File: src/tvt_pkg.sv
package tvt_pkg;
  // ----------------------------------------
  // Register offsets
  // ----------------------------------------
  localparam logic [5:0] OFS_RELOAD_HIGH = 6'h2c;
  localparam logic [5:0] OFS_RELOAD_LOW = 6'h2d;
  localparam logic [5:0] OFS_COUNT_HIGH = 6'h2e;
  localparam logic [5:0] OFS_COUNT_LOW = 6'h2f;
  localparam logic [5:0] OFS_PAGE = 6'h30;
  localparam logic [5:0] OFS_TEST_SEL_ONE = 6'h31;
  localparam logic [5:0] OFS_TEST_SEL_TWO = 6'h32;
  localparam logic [5:0] OFS_TIMER_CTRL = 6'h3e;
  localparam logic [5:0] OFS_TIMER_STATUS = 6'h3f;
  // ----------------------------------------
  // Field positions
  // ----------------------------------------
  localparam int PAGE_ENABLE_BIT = 7;
  localparam int PAGE_NUM_LSB = 0;
  localparam int SM_CLK_LSB = 4;
  localparam int SM_CLK_TO_D1_BIT = 3;
  localparam int PROBE_BIT_LSB = 0;
  localparam int REORDER_BIT = 7;
  localparam int PRBS9_BIT = 6;
  localparam int PRBS15_BIT = 5;
  localparam int PROBE_BUS_LSB = 0;
  localparam int CTRL_START_BIT = 0;
  localparam int CTRL_STOP_BIT = 1;
  localparam int CTRL_AUTO_BIT = 2;
  localparam int CTRL_SEND_BIT = 3;
  localparam int STAT_RUN_BIT = 0;
  localparam int STAT_DONE_BIT = 1;
  // ----------------------------------------
  // Reset values and seeds
  // ----------------------------------------
  localparam logic [7:0] REG_RESET = 8'h00;
  localparam logic [8:0] PRBS9_SEED = 9'h1ff;
  localparam logic [14:0] PRBS15_SEED = 15'h7fff;
  // ----------------------------------------
  // Clock source encodings
  // ----------------------------------------
  localparam logic [1:0] SM_CLK_OFF = 2'h0;
  localparam logic [1:0] SM_CLK_OSC = 2'h1;
  localparam logic [1:0] SM_CLK_UART = 2'h2;
  localparam logic [1:0] SM_CLK_RF = 2'h3;
endpackage : tvt_pkg

File: src/tvt_regs.sv
// Summary of operation
// - Reload value in two bytes, 2Ch/2Dh
// - Counter loads reload on start and at zero with auto-reload
// - Count readable at 2Eh/2Fh, read-only
// - Page enable: page supplies address bits 5:4
// - Page disabled: latch gives whole address
// - Page field bits 1:0 at 30h
// - Page bits 6:2 read zero
// - Clock source select: off, osc, uart, rf
// - Bit 3 routes secure clock to D1
// - Bits 2:0 pick probe bit for output
// - Bits 4:0 select observed test bus
// - Reorder maps bus D4,D3,D2,D6,D5,D0,D1
// - Bit 6 starts PRBS9 generator
// - Bit 5 starts PRBS15 generator
// - PRBS sent only after transmit command
// - Writable registers reset to 00h
// - Without auto-reload stop at zero, flag
`timescale 1ns/1ps
`default_nettype none
module tvt_regs #(
  parameter int BUS_COUNT = 32
) (
  // Clock and reset
  input wire logic mclk,
  input wire logic rst_n,
  // Register port
  input wire logic [5:0] addr,
  input wire logic [7:0] wdata,
  input wire logic wr,
  input wire logic rd,
  output logic [7:0] rdata,
  // Timer tick from prescaler
  input wire logic timer_tick,
  // Secure module clock sources (async)
  input wire logic clk_osc_in,
  input wire logic clk_uart_in,
  input wire logic clk_rf_in,
  // Internal test buses
  input wire logic [BUS_COUNT*8-1:0] probe_buses,
  // Outputs
  output logic [5:0] eff_addr,
  output logic signal_output_pin,
  output logic [6:0] data_pin_out,
  output logic [6:0] data_pin_oe,
  output logic secure_clock_out,
  output logic prbs_tx_bit,
  output logic prbs_tx_valid,
  output logic countdown_done_flag
);
  // ----------------------------------------
  // Registers
  // ----------------------------------------
  logic [7:0] reload_upper_byte;
  logic [7:0] reload_lower_byte;
  logic page_override_enable;
  logic [1:0] page_number;
  logic [7:0] test_sel_one;
  logic [7:0] test_sel_two;
  logic auto_reload_enable;
  logic [15:0] count;
  logic running;
  logic sending;
  logic [8:0] prbs9;
  logic [14:0] prbs15;
  logic [2:0] osc_sync, uart_sync, rf_sync;
  logic [15:0] reload_value;

  // ----------------------------------------
  // Address forming
  // ----------------------------------------
  wire logic [5:0] next_eff_addr = page_override_enable ? {page_number, addr[3:0]} : addr;
  wire logic wr_hit = wr;
  wire logic wr_ctrl = wr_hit && next_eff_addr == tvt_pkg::OFS_TIMER_CTRL;
  wire logic start_evt = wr_ctrl && wdata[tvt_pkg::CTRL_START_BIT];
  wire logic stop_evt = wr_ctrl && wdata[tvt_pkg::CTRL_STOP_BIT];
  wire logic send_evt = wr_ctrl && wdata[tvt_pkg::CTRL_SEND_BIT];

  function automatic logic hit(input logic [5:0] a, input logic [5:0] ofs);
    hit = (a == ofs);
  endfunction : hit

  assign reload_value = {reload_upper_byte, reload_lower_byte};

  // ----------------------------------------
  // Register writes
  // ----------------------------------------
  always_ff @(posedge mclk or negedge rst_n) begin
    if (!rst_n) begin
      reload_upper_byte <= tvt_pkg::REG_RESET;
      reload_lower_byte <= tvt_pkg::REG_RESET;
      page_override_enable <= 1'b0;
      page_number <= 2'h0;
      test_sel_one <= tvt_pkg::REG_RESET;
      test_sel_two <= tvt_pkg::REG_RESET;
      auto_reload_enable <= 1'b0;
    end else if (wr) begin
      if (hit(next_eff_addr, tvt_pkg::OFS_RELOAD_HIGH)) reload_upper_byte <= wdata;
      if (hit(next_eff_addr, tvt_pkg::OFS_RELOAD_LOW)) reload_lower_byte <= wdata;
      if (hit(next_eff_addr, tvt_pkg::OFS_PAGE)) begin
        page_override_enable <= wdata[tvt_pkg::PAGE_ENABLE_BIT];
        page_number <= wdata[tvt_pkg::PAGE_NUM_LSB +: 2];
      end
      if (hit(next_eff_addr, tvt_pkg::OFS_TEST_SEL_ONE)) test_sel_one <= wdata;
      if (hit(next_eff_addr, tvt_pkg::OFS_TEST_SEL_TWO)) test_sel_two <= wdata;
      if (wr_ctrl) auto_reload_enable <= wdata[tvt_pkg::CTRL_AUTO_BIT];
    end
  end

  // ----------------------------------------
  // Timer counter
  // ----------------------------------------
  wire logic at_zero = (count == 16'h0000);
  always_ff @(posedge mclk or negedge rst_n) begin
    if (!rst_n) begin
      count <= 16'h0000;
      running <= 1'b0;
      countdown_done_flag <= 1'b0;
    end else begin
      if (start_evt) begin
        count <= reload_value;
        running <= 1'b1;
      end else if (stop_evt) begin
        running <= 1'b0;
      end else if (running && timer_tick) begin
        if (at_zero) begin
          if (auto_reload_enable) count <= reload_value;
          else running <= 1'b0;
        end else begin
          count <= count - 16'h0001;
        end
      end
      // Set wins over clear by ordering
      if (wr_ctrl && wdata[tvt_pkg::STAT_DONE_BIT + 4]) countdown_done_flag <= 1'b0;
      if (running && timer_tick && at_zero && !start_evt) countdown_done_flag <= 1'b1;
    end
  end

  // ----------------------------------------
  // Read mux
  // ----------------------------------------
  wire logic [7:0] page_read = {page_override_enable, 5'h00, page_number};
  wire logic [7:0] status_read = {6'h00, countdown_done_flag, running};
  logic [7:0] next_rdata;
  always_comb begin
    case (next_eff_addr)
      tvt_pkg::OFS_RELOAD_HIGH: next_rdata = reload_upper_byte;
      tvt_pkg::OFS_RELOAD_LOW: next_rdata = reload_lower_byte;
      tvt_pkg::OFS_COUNT_HIGH: next_rdata = count[15:8];
      tvt_pkg::OFS_COUNT_LOW: next_rdata = count[7:0];
      tvt_pkg::OFS_PAGE: next_rdata = page_read;
      tvt_pkg::OFS_TEST_SEL_ONE: next_rdata = test_sel_one;
      tvt_pkg::OFS_TEST_SEL_TWO: next_rdata = test_sel_two;
      tvt_pkg::OFS_TIMER_CTRL: next_rdata = {5'h00, auto_reload_enable, 2'h0};
      tvt_pkg::OFS_TIMER_STATUS: next_rdata = status_read;
      default: next_rdata = 8'h00;
    endcase
  end

  always_ff @(posedge mclk or negedge rst_n) begin
    if (!rst_n) begin
      rdata <= 8'h00;
      eff_addr <= 6'h00;
    end else begin
      rdata <= rd ? next_rdata : 8'h00;
      eff_addr <= next_eff_addr;
    end
  end

  // ----------------------------------------
  // Secure module clock
  // ----------------------------------------
  always_ff @(posedge mclk or negedge rst_n) begin
    if (!rst_n) begin
      osc_sync <= 3'h0;
      uart_sync <= 3'h0;
      rf_sync <= 3'h0;
    end else begin
      osc_sync <= {osc_sync[1:0], clk_osc_in};
      uart_sync <= {uart_sync[1:0], clk_uart_in};
      rf_sync <= {rf_sync[1:0], clk_rf_in};
    end
  end
  wire logic [1:0] secure_module_clock_source = test_sel_one[tvt_pkg::SM_CLK_LSB +: 2];
  wire logic secure_clock_to_data_pin = test_sel_one[tvt_pkg::SM_CLK_TO_D1_BIT];
  logic next_sm_clk;
  always_comb begin
    case (secure_module_clock_source)
      tvt_pkg::SM_CLK_OFF: next_sm_clk = 1'b0;
      tvt_pkg::SM_CLK_OSC: next_sm_clk = osc_sync[1];
      tvt_pkg::SM_CLK_UART: next_sm_clk = uart_sync[1];
      tvt_pkg::SM_CLK_RF: next_sm_clk = rf_sync[1];
      default: next_sm_clk = 1'b0;
    endcase
  end

  // ----------------------------------------
  // Test bus probing
  // ----------------------------------------
  wire logic [2:0] probe_bit_select = test_sel_one[tvt_pkg::PROBE_BIT_LSB +: 3];
  wire logic [4:0] probe_bus_select = test_sel_two[tvt_pkg::PROBE_BUS_LSB +: 5];
  wire logic probe_port_reorder = test_sel_two[tvt_pkg::REORDER_BIT];
  wire logic [7:0] probe_bus = probe_buses[probe_bus_select * 8 +: 8];
  // Bus bits 6..0 land on D4,D3,D2,D6,D5,D0,D1
  wire logic [6:0] reordered = {probe_bus[3], probe_bus[2], probe_bus[6], probe_bus[5],
                                probe_bus[4], probe_bus[0], probe_bus[1]};
  logic [6:0] next_pin_out;
  logic [6:0] next_pin_oe;
  always_comb begin
    next_pin_out = probe_port_reorder ? reordered : 7'h00;
    next_pin_oe = probe_port_reorder ? 7'h7f : 7'h00;
    if (secure_clock_to_data_pin) begin
      next_pin_out[1] = next_sm_clk;
      next_pin_oe[1] = 1'b1;
    end
  end

  always_ff @(posedge mclk or negedge rst_n) begin
    if (!rst_n) begin
      signal_output_pin <= 1'b0;
      data_pin_out <= 7'h00;
      data_pin_oe <= 7'h00;
      secure_clock_out <= 1'b0;
    end else begin
      signal_output_pin <= probe_bus[probe_bit_select];
      data_pin_out <= next_pin_out;
      data_pin_oe <= next_pin_oe;
      secure_clock_out <= next_sm_clk;
    end
  end

  // ----------------------------------------
  // PRBS generators
  // ----------------------------------------
  wire logic prbs9_en = test_sel_two[tvt_pkg::PRBS9_BIT];
  wire logic prbs15_en = test_sel_two[tvt_pkg::PRBS15_BIT];
  wire logic prbs_any = prbs9_en || prbs15_en;
  wire logic fb9 = prbs9[8] ^ prbs9[4];
  wire logic fb15 = prbs15[14] ^ prbs15[13];
  always_ff @(posedge mclk or negedge rst_n) begin
    if (!rst_n) begin
      prbs9 <= tvt_pkg::PRBS9_SEED;
      prbs15 <= tvt_pkg::PRBS15_SEED;
      sending <= 1'b0;
      prbs_tx_bit <= 1'b0;
      prbs_tx_valid <= 1'b0;
    end else begin
      if (!prbs9_en) prbs9 <= tvt_pkg::PRBS9_SEED;
      else if (sending) prbs9 <= {prbs9[7:0], fb9};
      if (!prbs15_en) prbs15 <= tvt_pkg::PRBS15_SEED;
      else if (sending) prbs15 <= {prbs15[13:0], fb15};
      if (!prbs_any) sending <= 1'b0;
      else if (send_evt) sending <= 1'b1;
      prbs_tx_valid <= sending && prbs_any;
      prbs_tx_bit <= prbs9_en ? fb9 : fb15;
    end
  end
endmodule : tvt_regs
`default_nettype wire

File: config.mk
export PLATFORM = sky130hd
export DESIGN_NAME = tvt_regs
export DESIGN_NICKNAME = d
export VERILOG_FILES = /design/src/tvt_pkg.sv /design/src/tvt_regs.sv
export SDC_FILE = /design/constraint.sdc
export NUM_CORES = 1
export LEC_CHECK = 0
export BUFFER_PORTS_ARGS = -buffer_cell sky130_fd_sc_hd__clkbuf_2
export CORE_ASPECT_RATIO = 0.6
export CORE_MARGIN = 1.5
export CORE_UTILIZATION = 53
export CTS_CLUSTER_SIZE = 24
export DETAILED_ROUTE_END_ITERATION = 10
export PLACE_DENSITY = 0.87
export SYNTH_ARGS = -nofsm -noshare
export SYNTH_HDL_FRONTEND = slang
export SYNTH_SLANG_ARGS = --single-unit
File: constraint.sdc
create_clock -name mclk -period 4.9 [get_ports mclk]
set_input_delay 0.245 -clock mclk [delete_from_list [all_inputs] [get_ports mclk]]
set_output_delay 0.245 -clock mclk [all_outputs]
set_load 0.01 [all_outputs]
==> results of run 1 <==
[worst max-delay path, stage by stage, from the launching register on]
cell and delay (ns):
sky130_fd_sc_hd__dfrtp_4 0.95, sky130_fd_sc_hd__buf_4 0.64, sky130_fd_sc_hd__mux2i_1 0.17, sky130_fd_sc_hd__a221oi_1 0.37
sky130_fd_sc_hd__o21ai_0 0.15, sky130_fd_sc_hd__a31oi_1 0.35, sky130_fd_sc_hd__o31ai_1 0.15, sky130_fd_sc_hd__a2bb2oi_1 0.16
sky130_fd_sc_hd__o211ai_1 0.09
[sequential cells by signal, indices dropped and copies added (netlist names), 2 cells and up]
signal             count
prbs9                  9
test_sel_two           8
rf_sync                2
test_sel_one           8
count                 16
data_pin_out           7
reload_upper_byte      8
eff_addr               6
prbs15                15
page_number            2
reload_lower_byte      8
uart_sync              2
data_pin_oe            2
rdata                  8
osc_sync               2
[cells by family after synthesis]
group,Yosys count,synth area share (%)
DFF,112,38.51
adders and majority gates,2,0.3401
AOI/OAI and AO/OA,166,15.48
xor gates and xnor gates,2,0.2382
buffers and inverters,59,4.763
and+or+nand+nor,164,10.90
muxes,167,29.77
[per-layer routing]
metal  share of wire (%)  up-vias  track usage (%)  routed length, µm
met3                  11       51            9.594               2673
li1                    -     3153                -                  -
met5                   0        -                0                  0
met2                  45      425            53.74              10940
met1                  41     3389            45.29               9912
met4                 2.5        0            10.50                606
[layout make-up]
cell class	instances	area (µm²)	area share [%]
inverter	5	18.77	0.2035
sequential	112	2838	30.77
clock buffer	10	239.0	2.591
antenna	3	7.507	0.08140
timing repair buffer	321	1644	17.83
multi-input combinational	501	4180	45.33
tap	175	219.0	2.374
clock inverter	6	76.32	0.8276
[per-stage QoR]
step	hold slack [ns]	total power [µW]	utilization, %
global placement	0.3323	2271	65.29
detailed placement	0.3364	2312	65.29
global route	0.03453	3278	67.89
finish	0.02827	3104	67.89
floorplan	-0.05059	1954	-
CTS	0.02737	3087	67.84
[power breakdown]
group | internal, µW | leakage (µW) | switching, µW
Combinational | 500 | 0.00263 | 603
Sequential | 1050 | 0.00141 | 179
Clock | 419 | 0.000155 | 355
Total | 1970 | 0.00419 | 1140
[worst max-delay path by stage]
stage | start | end
2_1_floorplan | page_override_enable | test_sel_one[0]
3_3_place_gp | test_sel_two[1] | signal_output_pin
3_5_place_dp | test_sel_two[1] | signal_output_pin
4_1_cts | test_sel_two[1] | signal_output_pin
5_1_grt | test_sel_two[2] | signal_output_pin
6_report | test_sel_two[1] | signal_output_pin
[layout by cell type (no fill, tap or decap), types with 9 or more instances in the layout]
cell type and instances:
sky130_fd_sc_hd__clkbuf_2 309, sky130_fd_sc_hd__mux2i_1 89, sky130_fd_sc_hd__dfrtp_1 86, sky130_fd_sc_hd__nand2_1 64
sky130_fd_sc_hd__o21ai_0 49, sky130_fd_sc_hd__mux2_2 44, sky130_fd_sc_hd__a221oi_1 32, sky130_fd_sc_hd__nor2_1 30
sky130_fd_sc_hd__mux4_2 24, sky130_fd_sc_hd__dfstp_2 24, sky130_fd_sc_hd__a21oi_1 23, sky130_fd_sc_hd__a22oi_1 19
sky130_fd_sc_hd__nor3_1 13, sky130_fd_sc_hd__mux4_1 10, sky130_fd_sc_hd__nand3_1 9, sky130_fd_sc_hd__clkbuf_16 9
sky130_fd_sc_hd__buf_4 9
==> summary.md, run 1 <==
| Metric | Value |
|---|---|
| Worst hold-check path type | `in2async` |
| Power density normalized to cell area | `336.5 nW/µm²` |
| Final Skew | `0.008466 ns` |
| Distinct cells, synth | `59` |
| Upper clock frequency limit | `313.6 MHz` |
| Flip-flop and latch count after synthesis | `112` |
| Row cnt | `33` |
| Max-slew violations | `0` |
| Fraction of synthesis flops using an asynchronous set or reset pin | `100.0%` |
| Crit path max fanout | `56` |
| Layout cell share with drive strength beyond 1 | `46.07%` |
| Routability congestion estimate from global placement | `0.9663` |
| Initial antenna violation count | `3` |
| Aggregate global-route resource usage | `33.90%` |
| Clock-pin slew on the worst setup and hold paths | `0.08 ns` |
| Post-layout min period | `3.189 ns` |
| Final Hold Vio Count | `0` |
| Clock tree from TritonCTS | `built` |
| Non-filler cells, final | `1133` |
| Setup bufs post-CTS | `0` |
| Main synth FF type | `sky130_fd_sc_hd__dfrtp_1` |
| Number of detailed-routing iterations run before antenna repair | `5` |
| Cell type with the highest aggregate area in the netlist | `sky130_fd_sc_hd__dfrtp_1` |
| Number of hold buffers added after cts | `3` |
| Instance count of the mapped netlist | `672` |
| Setup slack after placement | `1.840 ns` |
| Total negative slack for setup checks | `0 ns` |
| Type of the worst setup path | `reg2reg` |
| Clock Sinks | `112` |
| Post-DR wirelength/cell | `21.30 µm` |
| Area growth syn-to-layout | `25.38%` |
| CTS Root Cell | `sky130_fd_sc_hd__clkbuf_16` |
| Net count of the mapped netlist | `952` |
| Resized Gates After CTS | `0` |
| Startpoint of the lowest-slack register-to-register path | `test_sel_two[1]` |
| Number of setup violations in the final report | `0` |
| Die Footprint | `14620 µm²` |
| Via count normalized by instance count | `6.194` |
| Library cell with the highest instance count after synthesis | `sky130_fd_sc_hd__mux2i_1` |
| Data arrival time of the critical path | `3.47 ns` |
| Static leakage | `0.004188 µW` |
| Overflow left after global routing | `0` |
| Element type at the critical path end | `register` |
| Final Routed Wirelength | `24130 µm` |
| Via count of the first global-routing pass | `6802` |
| Cell count after placement | `1111` |
| Source-to-sink clock delay at the later pin of the worst-skew pair | `0.36 ns` |
| Most area-consuming cells after synthesis | `sky130_fd_sc_hd__dfrtp_1 30%, sky130_fd_sc_hd__mux2i_1 12%, sky130_fd_sc_hd__dfstp_2 8.6%` |
| Cell area reported after detailed placement | `8870 µm²` |
| Remaining design rule violation count | `0` |
| Maximum resistive drop on vdd | `0.0002166 V` |
| Fraction of the yosys area taken by sequential cells | `38.51%` |
| Setup slack on the worst flop-to-flop path | `1.71 ns` |
| Worst-case reg-to-reg path depth | `8` |
| Final Cycle Share | `65.08%` |
| Die Width | `155.1 µm` |
| Required time of the critical path | `5.18 ns` |
| Launching element type of the critical path | `register` |
| Portion of synthesized cell area occupied by the leading cell type | `29.94%` |
| Clock H-tree levels | `3` |
| Area of all placed cells without fillers | `9223 µm²` |
| Number of flops mapped to enable cells by yosys | `0` |
| Starting utilization of the core area | `54.15%` |
| Max transition margin | `21.82%` |
| Pin count of the biggest net entering global routing | `77` |
| Number of warnings printed during yosys synthesis | `0` |
| Floorplan Core Area | `13580 µm²` |
| Longest Clk Path Bufs | `2` |
| Worst R2R End | `signal_output_pin` |
| I/O pin cnt | `311` |
| RSZ-0062 raised after global routing | `false` |
| Syn Std Cell Area | `7356 µm²` |
| Run status | `complete, no violations` |
| Count of nets left with antenna violations after detail routing | `0` |
| First-pass GRT wire length | `37090 µm` |
| Transition at the pin with the smallest max-transition slack | `1.173 ns` |
| Via total after detailed routing | `7018` |
| Worst Slack Setup Final | `1.711 ns` |
| Total CTS buffers | `9` |
| Buffers on Ports | `310` |
| Violation count after the first detailed-route iteration | `765` |
| Mean post-synth cell area | `10.95 µm²` |
| Count of fill cells added during filler insertion | `1095` |
| Half-perimeter wire length after placement | `18930 µm` |
| Max_cap viols | `0` |
| Die height | `94.26 µm` |
| Final net count | `1230` |
| Commonest cells post-synth | `89 x sky130_fd_sc_hd__mux2i_1, 88 x sky130_fd_sc_hd__dfrtp_1, 64 x sky130_fd_sc_hd__nand2_1, 49 x sky130_fd_sc_hd__o21ai_0, 44 x sky130_fd_sc_hd__mux2_2` |
Power figures use the tool's default switching activity.
==> run 2: changes to the inputs <==
--- a/config.mk
+++ b/config.mk
@@ -8,10 +8,10 @@
 export BUFFER_PORTS_ARGS = -buffer_cell sky130_fd_sc_hd__clkbuf_2
 export CORE_ASPECT_RATIO = 0.6
 export CORE_MARGIN = 1.5
-export CORE_UTILIZATION = 53
+export CORE_UTILIZATION = 44
 export CTS_CLUSTER_SIZE = 24
 export DETAILED_ROUTE_END_ITERATION = 10
-export PLACE_DENSITY = 0.87
+export PLACE_DENSITY = 0.77
 export SYNTH_ARGS = -nofsm -noshare
 export SYNTH_HDL_FRONTEND = slang
 export SYNTH_SLANG_ARGS = --single-unit
==> constraint.sdc (replaced) <==
create_clock -name mclk -period 2.9 [get_ports mclk]
set_input_delay 0.145 -clock mclk [delete_from_list [all_inputs] [get_ports mclk]]
set_output_delay 0.145 -clock mclk [all_outputs]
set_load 0.01 [all_outputs]
==> run 2 against run 1 <==
Effect of this change: routed wire length increased by 0.39%; via count fell by 0.24%; critical path type unchanged; critical path depth stayed put; largest cell class unchanged; largest power group unchanged; flip-flop and latch count unchanged; worst hold slack better by 0.048 ns; clock skew fell by 0.0010 ns; register-to-register slack lost 1.5 ns.
==> summary.md, run 2 (synthesis results as in run 1) <==
| Metric | Value |
|---|---|
| Area growth syn-to-layout | `28.39%` |
| Remaining design rule violation count | `0` |
| Type of the worst setup path | `reg2reg` |
| Max transition margin | `43.28%` |
| Clock Sinks | `112` |
| Final Routed Wirelength | `24230 µm` |
| Max-slew violations | `0` |
| Final net count | `1252` |
| Row cnt | `36` |
| Violation count after the first detailed-route iteration | `546` |
| Via count of the first global-routing pass | `6805` |
| Initial antenna violation count | `0` |
| Final Skew | `0.007453 ns` |
| CTS Root Cell | `sky130_fd_sc_hd__clkbuf_16` |
| Final Cycle Share | `91.53%` |
| Layout cell share with drive strength beyond 1 | `46.78%` |
| Worst Slack Setup Final | `0.2455 ns` |
| Transition at the pin with the smallest max-transition slack | `0.8451 ns` |
| Overflow left after global routing | `0` |
| Resized Gates After CTS | `0` |
| Aggregate global-route resource usage | `28.32%` |
| Launching element type of the critical path | `register` |
| Source-to-sink clock delay at the later pin of the worst-skew pair | `0.35 ns` |
| Number of hold buffers added after cts | `6` |
| Setup slack on the worst flop-to-flop path | `0.25 ns` |
| RSZ-0062 raised after global routing | `false` |
| Top register by number of flip-flops | `count` |
| Clock-pin slew on the worst setup and hold paths | `0.07 ns` |
| Clock H-tree levels | `3` |
| Static leakage | `0.004287 µW` |
| Die height | `103.2 µm` |
| Data arrival time of the critical path | `2.91 ns` |
| Number of detailed-routing iterations run before antenna repair | `7` |
| Ordered list of cells on the worst path | `buf_4 -> mux2i_1 -> a221oi_1 -> o21ai_0 -> nand2_1 -> o221ai_1 -> or2_2 -> o211ai_1` |
| Post-layout min period | `2.654 ns` |
| First-pass GRT wire length | `37270 µm` |
| Via total after detailed routing | `7001` |
| Maximum resistive drop on vdd | `0.0002992 V` |
| Setup bufs post-CTS | `0` |
| Starting utilization of the core area | `45.11%` |
| Run status | `complete, no violations` |
| Max_cap viols | `0` |
| Setup slack after placement | `0.2609 ns` |
| Half-perimeter wire length after placement | `19250 µm` |
| ANT cells | `0` |
| Crit-path slowest cell | `sky130_fd_sc_hd__dfrtp_4` |
| Longest Clk Path Bufs | `2` |
| Pin count of the biggest net entering global routing | `104` |
| Most frequent cells in the layout | `309 x sky130_fd_sc_hd__clkbuf_2, 89 x sky130_fd_sc_hd__mux2i_1, 86 x sky130_fd_sc_hd__dfrtp_1, 64 x sky130_fd_sc_hd__nand2_1, 49 x sky130_fd_sc_hd__o21ai_0` |
| Worst hold-check path type | `in2reg` |
| Count of fill cells added during filler insertion | `1409` |
| Via count normalized by instance count | `5.810` |
| Element type at the critical path end | `register` |
| Die Footprint | `17530 µm²` |
| Total CTS buffers | `9` |
| Required time of the critical path | `3.15 ns` |
| Final Hold Vio Count | `0` |
| Floorplan Core Area | `16310 µm²` |
| Crit path max fanout | `42` |
| Routability congestion estimate from global placement | `1.008` |
| Flip-flop count of the largest register, all copies and words added | `16` |
| Leading cell type in the layout, fill and taps excluded | `sky130_fd_sc_hd__clkbuf_2` |
| Total negative slack for setup checks | `0 ns` |
| Upper clock frequency limit | `376.7 MHz` |
| Power density normalized to cell area | `547.9 nW/µm²` |
| Post-DR wirelength/cell | `20.11 µm` |
| Buffers on Ports | `310` |
| Count of nets left with antenna violations after detail routing | `0` |
| Number of setup violations in the final report | `0` |
| I/O pin cnt | `311` |
| Registers with the highest flip-flop counts | `count: 16 flops, prbs15: 15 flops, prbs9: 9 flops` |
| Worst stage delay on the critical path | `0.84 ns` |
| Die Width | `169.9 µm` |
| Clock tree from TritonCTS | `built` |
==> run 2: cell types whose count changed in the layout (fill, tap and decap cells not counted), sizes merged <==
cell / previous run / this run
clkinvlp: 0 / 1
bufinv: 1 / 0
diode: 3 / 0
dlygate4sd3: 3 / 6
buf: 9 / 28
==> run 2: path summary, 6_finish.rpt <==
path,cells after the start,to,from
max in group asynchronous,3,test_sel_two[0],rst_n
worst min register to register,0,uart_sync[1],uart_sync[0]
min in group asynchronous,2,rf_sync[0],rst_n
worst max-delay path,8,signal_output_pin,test_sel_two[1]
worst max register to register,8,signal_output_pin,test_sel_two[1]
worst min-delay path,2,eff_addr[5],addr[5]
==> run 2: layout make-up <==
class	instances	area, µm²	area share [%]
timing repair buffer	343	1854	19.63
clock buffer	10	229.0	2.424
inverter	5	18.77	0.1987
clock inverter	6	43.79	0.4637
multi-input combinational	501	4175	44.21
sequential	112	2838	30.05
tap	228	285.3	3.021
==> run 2: per-stage QoR <==
step	power, µW	hold slack [ns]	area, µm²	util [%]	instances
finish	5174	0.07614	9444	57.92	1205
global route	5487	0.07269	9444	57.92	1205
CTS	5170	0.06534	9444	57.92	1205
detailed placement	3994	-0.01767	9111	55.88	1183
global placement	3948	-0.01724	9111	55.88	1183
floorplan	3301	-0.1506	7356	-	672
==> run 2: power breakdown <==
group / switching (µW) / leakage [µW] / internal, µW
registers: 299 / 0.00141 / 1770
logic: 1040 / 0.00275 / 901
clock network: 576 / 0.000133 / 589
total: 1910 / 0.00429 / 3260
==> run 2: metal layers <==
layer | vias up | global-route usage, % | share of wire (%)
met5 | - | 0 | 0
met4 | 0 | 5.446 | 0.99
met3 | 25 | 8.100 | 10
met2 | 367 | 43.73 | 44
met1 | 3406 | 40.03 | 45
li1 | 3203 | - | -
==> run 2: critical path, delay by kind of cell, from the launching register on <==
kind | cells | cell delay (ns)
mux | 1 | 0.09
flops | 1 | 0.84
buf+inv | 1 | 0.31
simple gates | 2 | 0.47
compound gates | 4 | 0.79
==> run 3: changes to the inputs <==
--- a/config.mk
+++ b/config.mk
@@ -6,12 +6,14 @@
 export NUM_CORES = 1
 export LEC_CHECK = 0
 export BUFFER_PORTS_ARGS = -buffer_cell sky130_fd_sc_hd__clkbuf_2
+export CELL_PAD_IN_SITES_DETAIL_PLACEMENT = 0
+export CELL_PAD_IN_SITES_GLOBAL_PLACEMENT = 1
 export CORE_ASPECT_RATIO = 0.6
 export CORE_MARGIN = 1.5
-export CORE_UTILIZATION = 44
+export CORE_UTILIZATION = 33
 export CTS_CLUSTER_SIZE = 24
 export DETAILED_ROUTE_END_ITERATION = 10
-export PLACE_DENSITY = 0.77
+export PLACE_DENSITY_LB_ADDON = 0.1
 export SYNTH_ARGS = -nofsm -noshare
 export SYNTH_HDL_FRONTEND = slang
 export SYNTH_SLANG_ARGS = --single-unit
==> run 3 against run 2 <==
Effect of this change: sequential share of layout area shrank 0.32 points; cell count is 4.6% higher; count of clock-buffer cells in the layout rose by 2; design area is 1.1% higher; critical path depth up 1; largest power group unchanged.
==> summary.md, run 3 (synthesis results as in run 1) <==
| Metric | Value |
|---|---|
| Static leakage | `0.004291 µW` |
| Run status | `complete, no violations` |
| Top register by number of flip-flops | `count` |
| Clock Sinks | `112` |
| Leading cell type in the layout, fill and taps excluded | `sky130_fd_sc_hd__clkbuf_2` |
| Longest Clk Path Bufs | `2` |
| Floorplan Core Area | `21970 µm²` |
| Worst hold stages | `2` |
| Count of nets left with antenna violations after detail routing | `0` |
| Resized Gates After CTS | `0` |
| Overflow left after global routing | `0` |
| Starting utilization of the core area | `33.49%` |
| Worst hold-check path type | `in2reg` |
| Number of detailed-routing iterations run before antenna repair | `5` |
| Aggregate global-route resource usage | `22.73%` |
| Total CTS buffers | `9` |
| Final Routed Wirelength | `25870 µm` |
| Power density normalized to cell area | `548.6 nW/µm²` |
| Upper clock frequency limit | `388.2 MHz` |
| Worst-case reg-to-reg path depth | `9` |
| Via count normalized by instance count | `5.369` |
| Clock tree from TritonCTS | `built` |
| Initial antenna violation count | `0` |
| Area growth syn-to-layout | `29.75%` |
| First-pass GRT wire length | `40140 µm` |
| Crit-path slowest cell | `sky130_fd_sc_hd__dfrtp_4` |
| Final net count | `1249` |
| Required time of the critical path | `3.17 ns` |
| Data arrival time of the critical path | `2.84 ns` |
| Setup slack on the worst flop-to-flop path | `0.32 ns` |
| I/O pin cnt | `311` |
| Flip-flop count of the largest register, all copies and words added | `16` |
| Layout cell share with drive strength beyond 1 | `46.51%` |
| Max transition margin | `57.81%` |
| RSZ-0062 raised after global routing | `false` |
| Die Footprint | `23220 µm²` |
| Critical path buffers and inverters | `2` |
| Most frequent cells in the layout | `309 x sky130_fd_sc_hd__clkbuf_2, 89 x sky130_fd_sc_hd__mux2i_1, 86 x sky130_fd_sc_hd__dfrtp_1, 64 x sky130_fd_sc_hd__nand2_1, 49 x sky130_fd_sc_hd__o21ai_0` |
| Buffers on Ports | `310` |
| Family of cells with the greatest summed delay on the critical path | `compound AO/OA/AOI/OAI gates` |
| Launching element type of the critical path | `register` |
| Post-layout power | `5236 µW` |
| Type of the worst setup path | `reg2reg` |
| Final Hold Vio Count | `0` |
| Post-DR wirelength/cell | `20.52 µm` |
| Transition at the pin with the smallest max-transition slack | `0.6329 ns` |
| Element type at the critical path end | `register` |
| Via total after detailed routing | `6770` |
| Number of setup violations in the final report | `0` |
| Pin count of the biggest net entering global routing | `52` |
| Max-slew violations | `0` |
| Registers with the highest flip-flop counts | `count: 16 flops, prbs15: 15 flops, prbs9: 9 flops` |
| Non-filler cells, final | `1261` |
| Max_cap viols | `0` |
| Remaining design rule violation count | `0` |
| Clock-pin slew on the worst setup and hold paths | `0.08 ns` |
| Cell count after placement | `1238` |
| Via count of the first global-routing pass | `6735` |
| Post-layout min period | `2.576 ns` |
| Die Width | `195.7 µm` |
| WHS | `0.07210 ns` |
| Worst stage delay on the critical path | `0.71 ns` |
| Routability congestion estimate from global placement | `0.9021` |
| Total negative slack for setup checks | `0 ns` |
| Critical Path Stages | `9` |
| Source-to-sink clock delay at the later pin of the worst-skew pair | `0.35 ns` |
| Half-perimeter wire length after placement | `20930 µm` |
| Crit path max fanout | `26` |
| Row cnt | `42` |
| Count of fill cells added during filler insertion | `2185` |
| Die height | `118.6 µm` |
| Ordered list of cells on the worst path | `buf_12 -> buf_12 -> mux2i_1 -> a221oi_1 -> a22oi_1 -> nand2_1 -> mux2_2 -> nand2_1 -> o21ai_0` |
| Violation count after the first detailed-route iteration | `385` |
| Final Skew | `0.01354 ns` |
| CTS Root Cell | `sky130_fd_sc_hd__clkbuf_16` |
| Final Cycle Share | `88.82%` |
| Maximum resistive drop on vdd | `0.0002818 V` |
| Clock H-tree levels | `3` |
[run 3: changes by cell type in the layout (fill, tap and decap cells not counted)]
cell	delta
sky130_fd_sc_hd__buf_12	+3
sky130_fd_sc_hd__buf_4	-6
sky130_fd_sc_hd__clkbuf_1	+1
sky130_fd_sc_hd__clkbuf_16	+1
sky130_fd_sc_hd__clkinv_4	-1
sky130_fd_sc_hd__clkinvlp_4	-1
sky130_fd_sc_hd__diode_2	+1
sky130_fd_sc_hd__inv_4	+1
sky130_fd_sc_hd__inv_6	-1
[run 3: repair_timing]
action | in CTS | in global routing
endpoints found under the hold margin | 35 | 0
setup buffers | 0 | 0
hold buffers | 6 | 0
[run 3: path summary, 6_finish.rpt]
| check | from | to |
|---|---|---|
| worst max-delay path | test_sel_two[1] | data_pin_out[1] |
| worst min register to register | uart_sync[0] | uart_sync[1] |
| worst max register to register | test_sel_two[1] | data_pin_out[1] |
| min in group asynchronous | rst_n | running |
| worst min-delay path | wdata[6] | test_sel_two[6] |
| max in group asynchronous | rst_n | osc_sync[1] |
[run 3: area by class of cell]
| cell class | count | area [µm²] | share of cell area, % |
|---|---|---|---|
| diodes | 1 | 2.502 | 0.02622 |
| clock buffers | 12 | 257.7 | 2.701 |
| clock inverters | 4 | 25.02 | 0.2622 |
| inverters | 5 | 18.77 | 0.1966 |
| multi-input cells | 501 | 4175 | 43.75 |
| flip-flops and latches | 112 | 2838 | 29.73 |
| well taps | 286 | 357.8 | 3.749 |
| repair buffers | 340 | 1869 | 19.59 |
[run 3: per-layer routing]
metal / routed length, µm / vias to the layer above / GRT usage (%)
li1: - / 3204 / -
met1: 13130 / 3307 / 34.92
met2: 10760 / 230 / 31.63
met3: 1634 / 29 / 5.479
met4: 356 / 0 / 5.337
met5: 0 / - / 0
[run 3: metrics by stage]
step | setup WS, ns | util (%) | area [µm²]
3_5_place_dp | 0.3127 | 41.88 | 9199
4_1_cts | 0.2926 | 43.44 | 9542
6_report | 0.3242 | 43.45 | 9544
3_3_place_gp | 0.3721 | 41.88 | 9199
5_1_grt | 0.07267 | 43.44 | 9542
2_1_floorplan | 0.7289 | - | 7356
[run 3: where the power goes]
part | internal, µW | total, µW | switching (µW)
clock | 638 | 1200 | 567
sequential | 1770 | 2060 | 284
combinational | 902 | 1980 | 1070
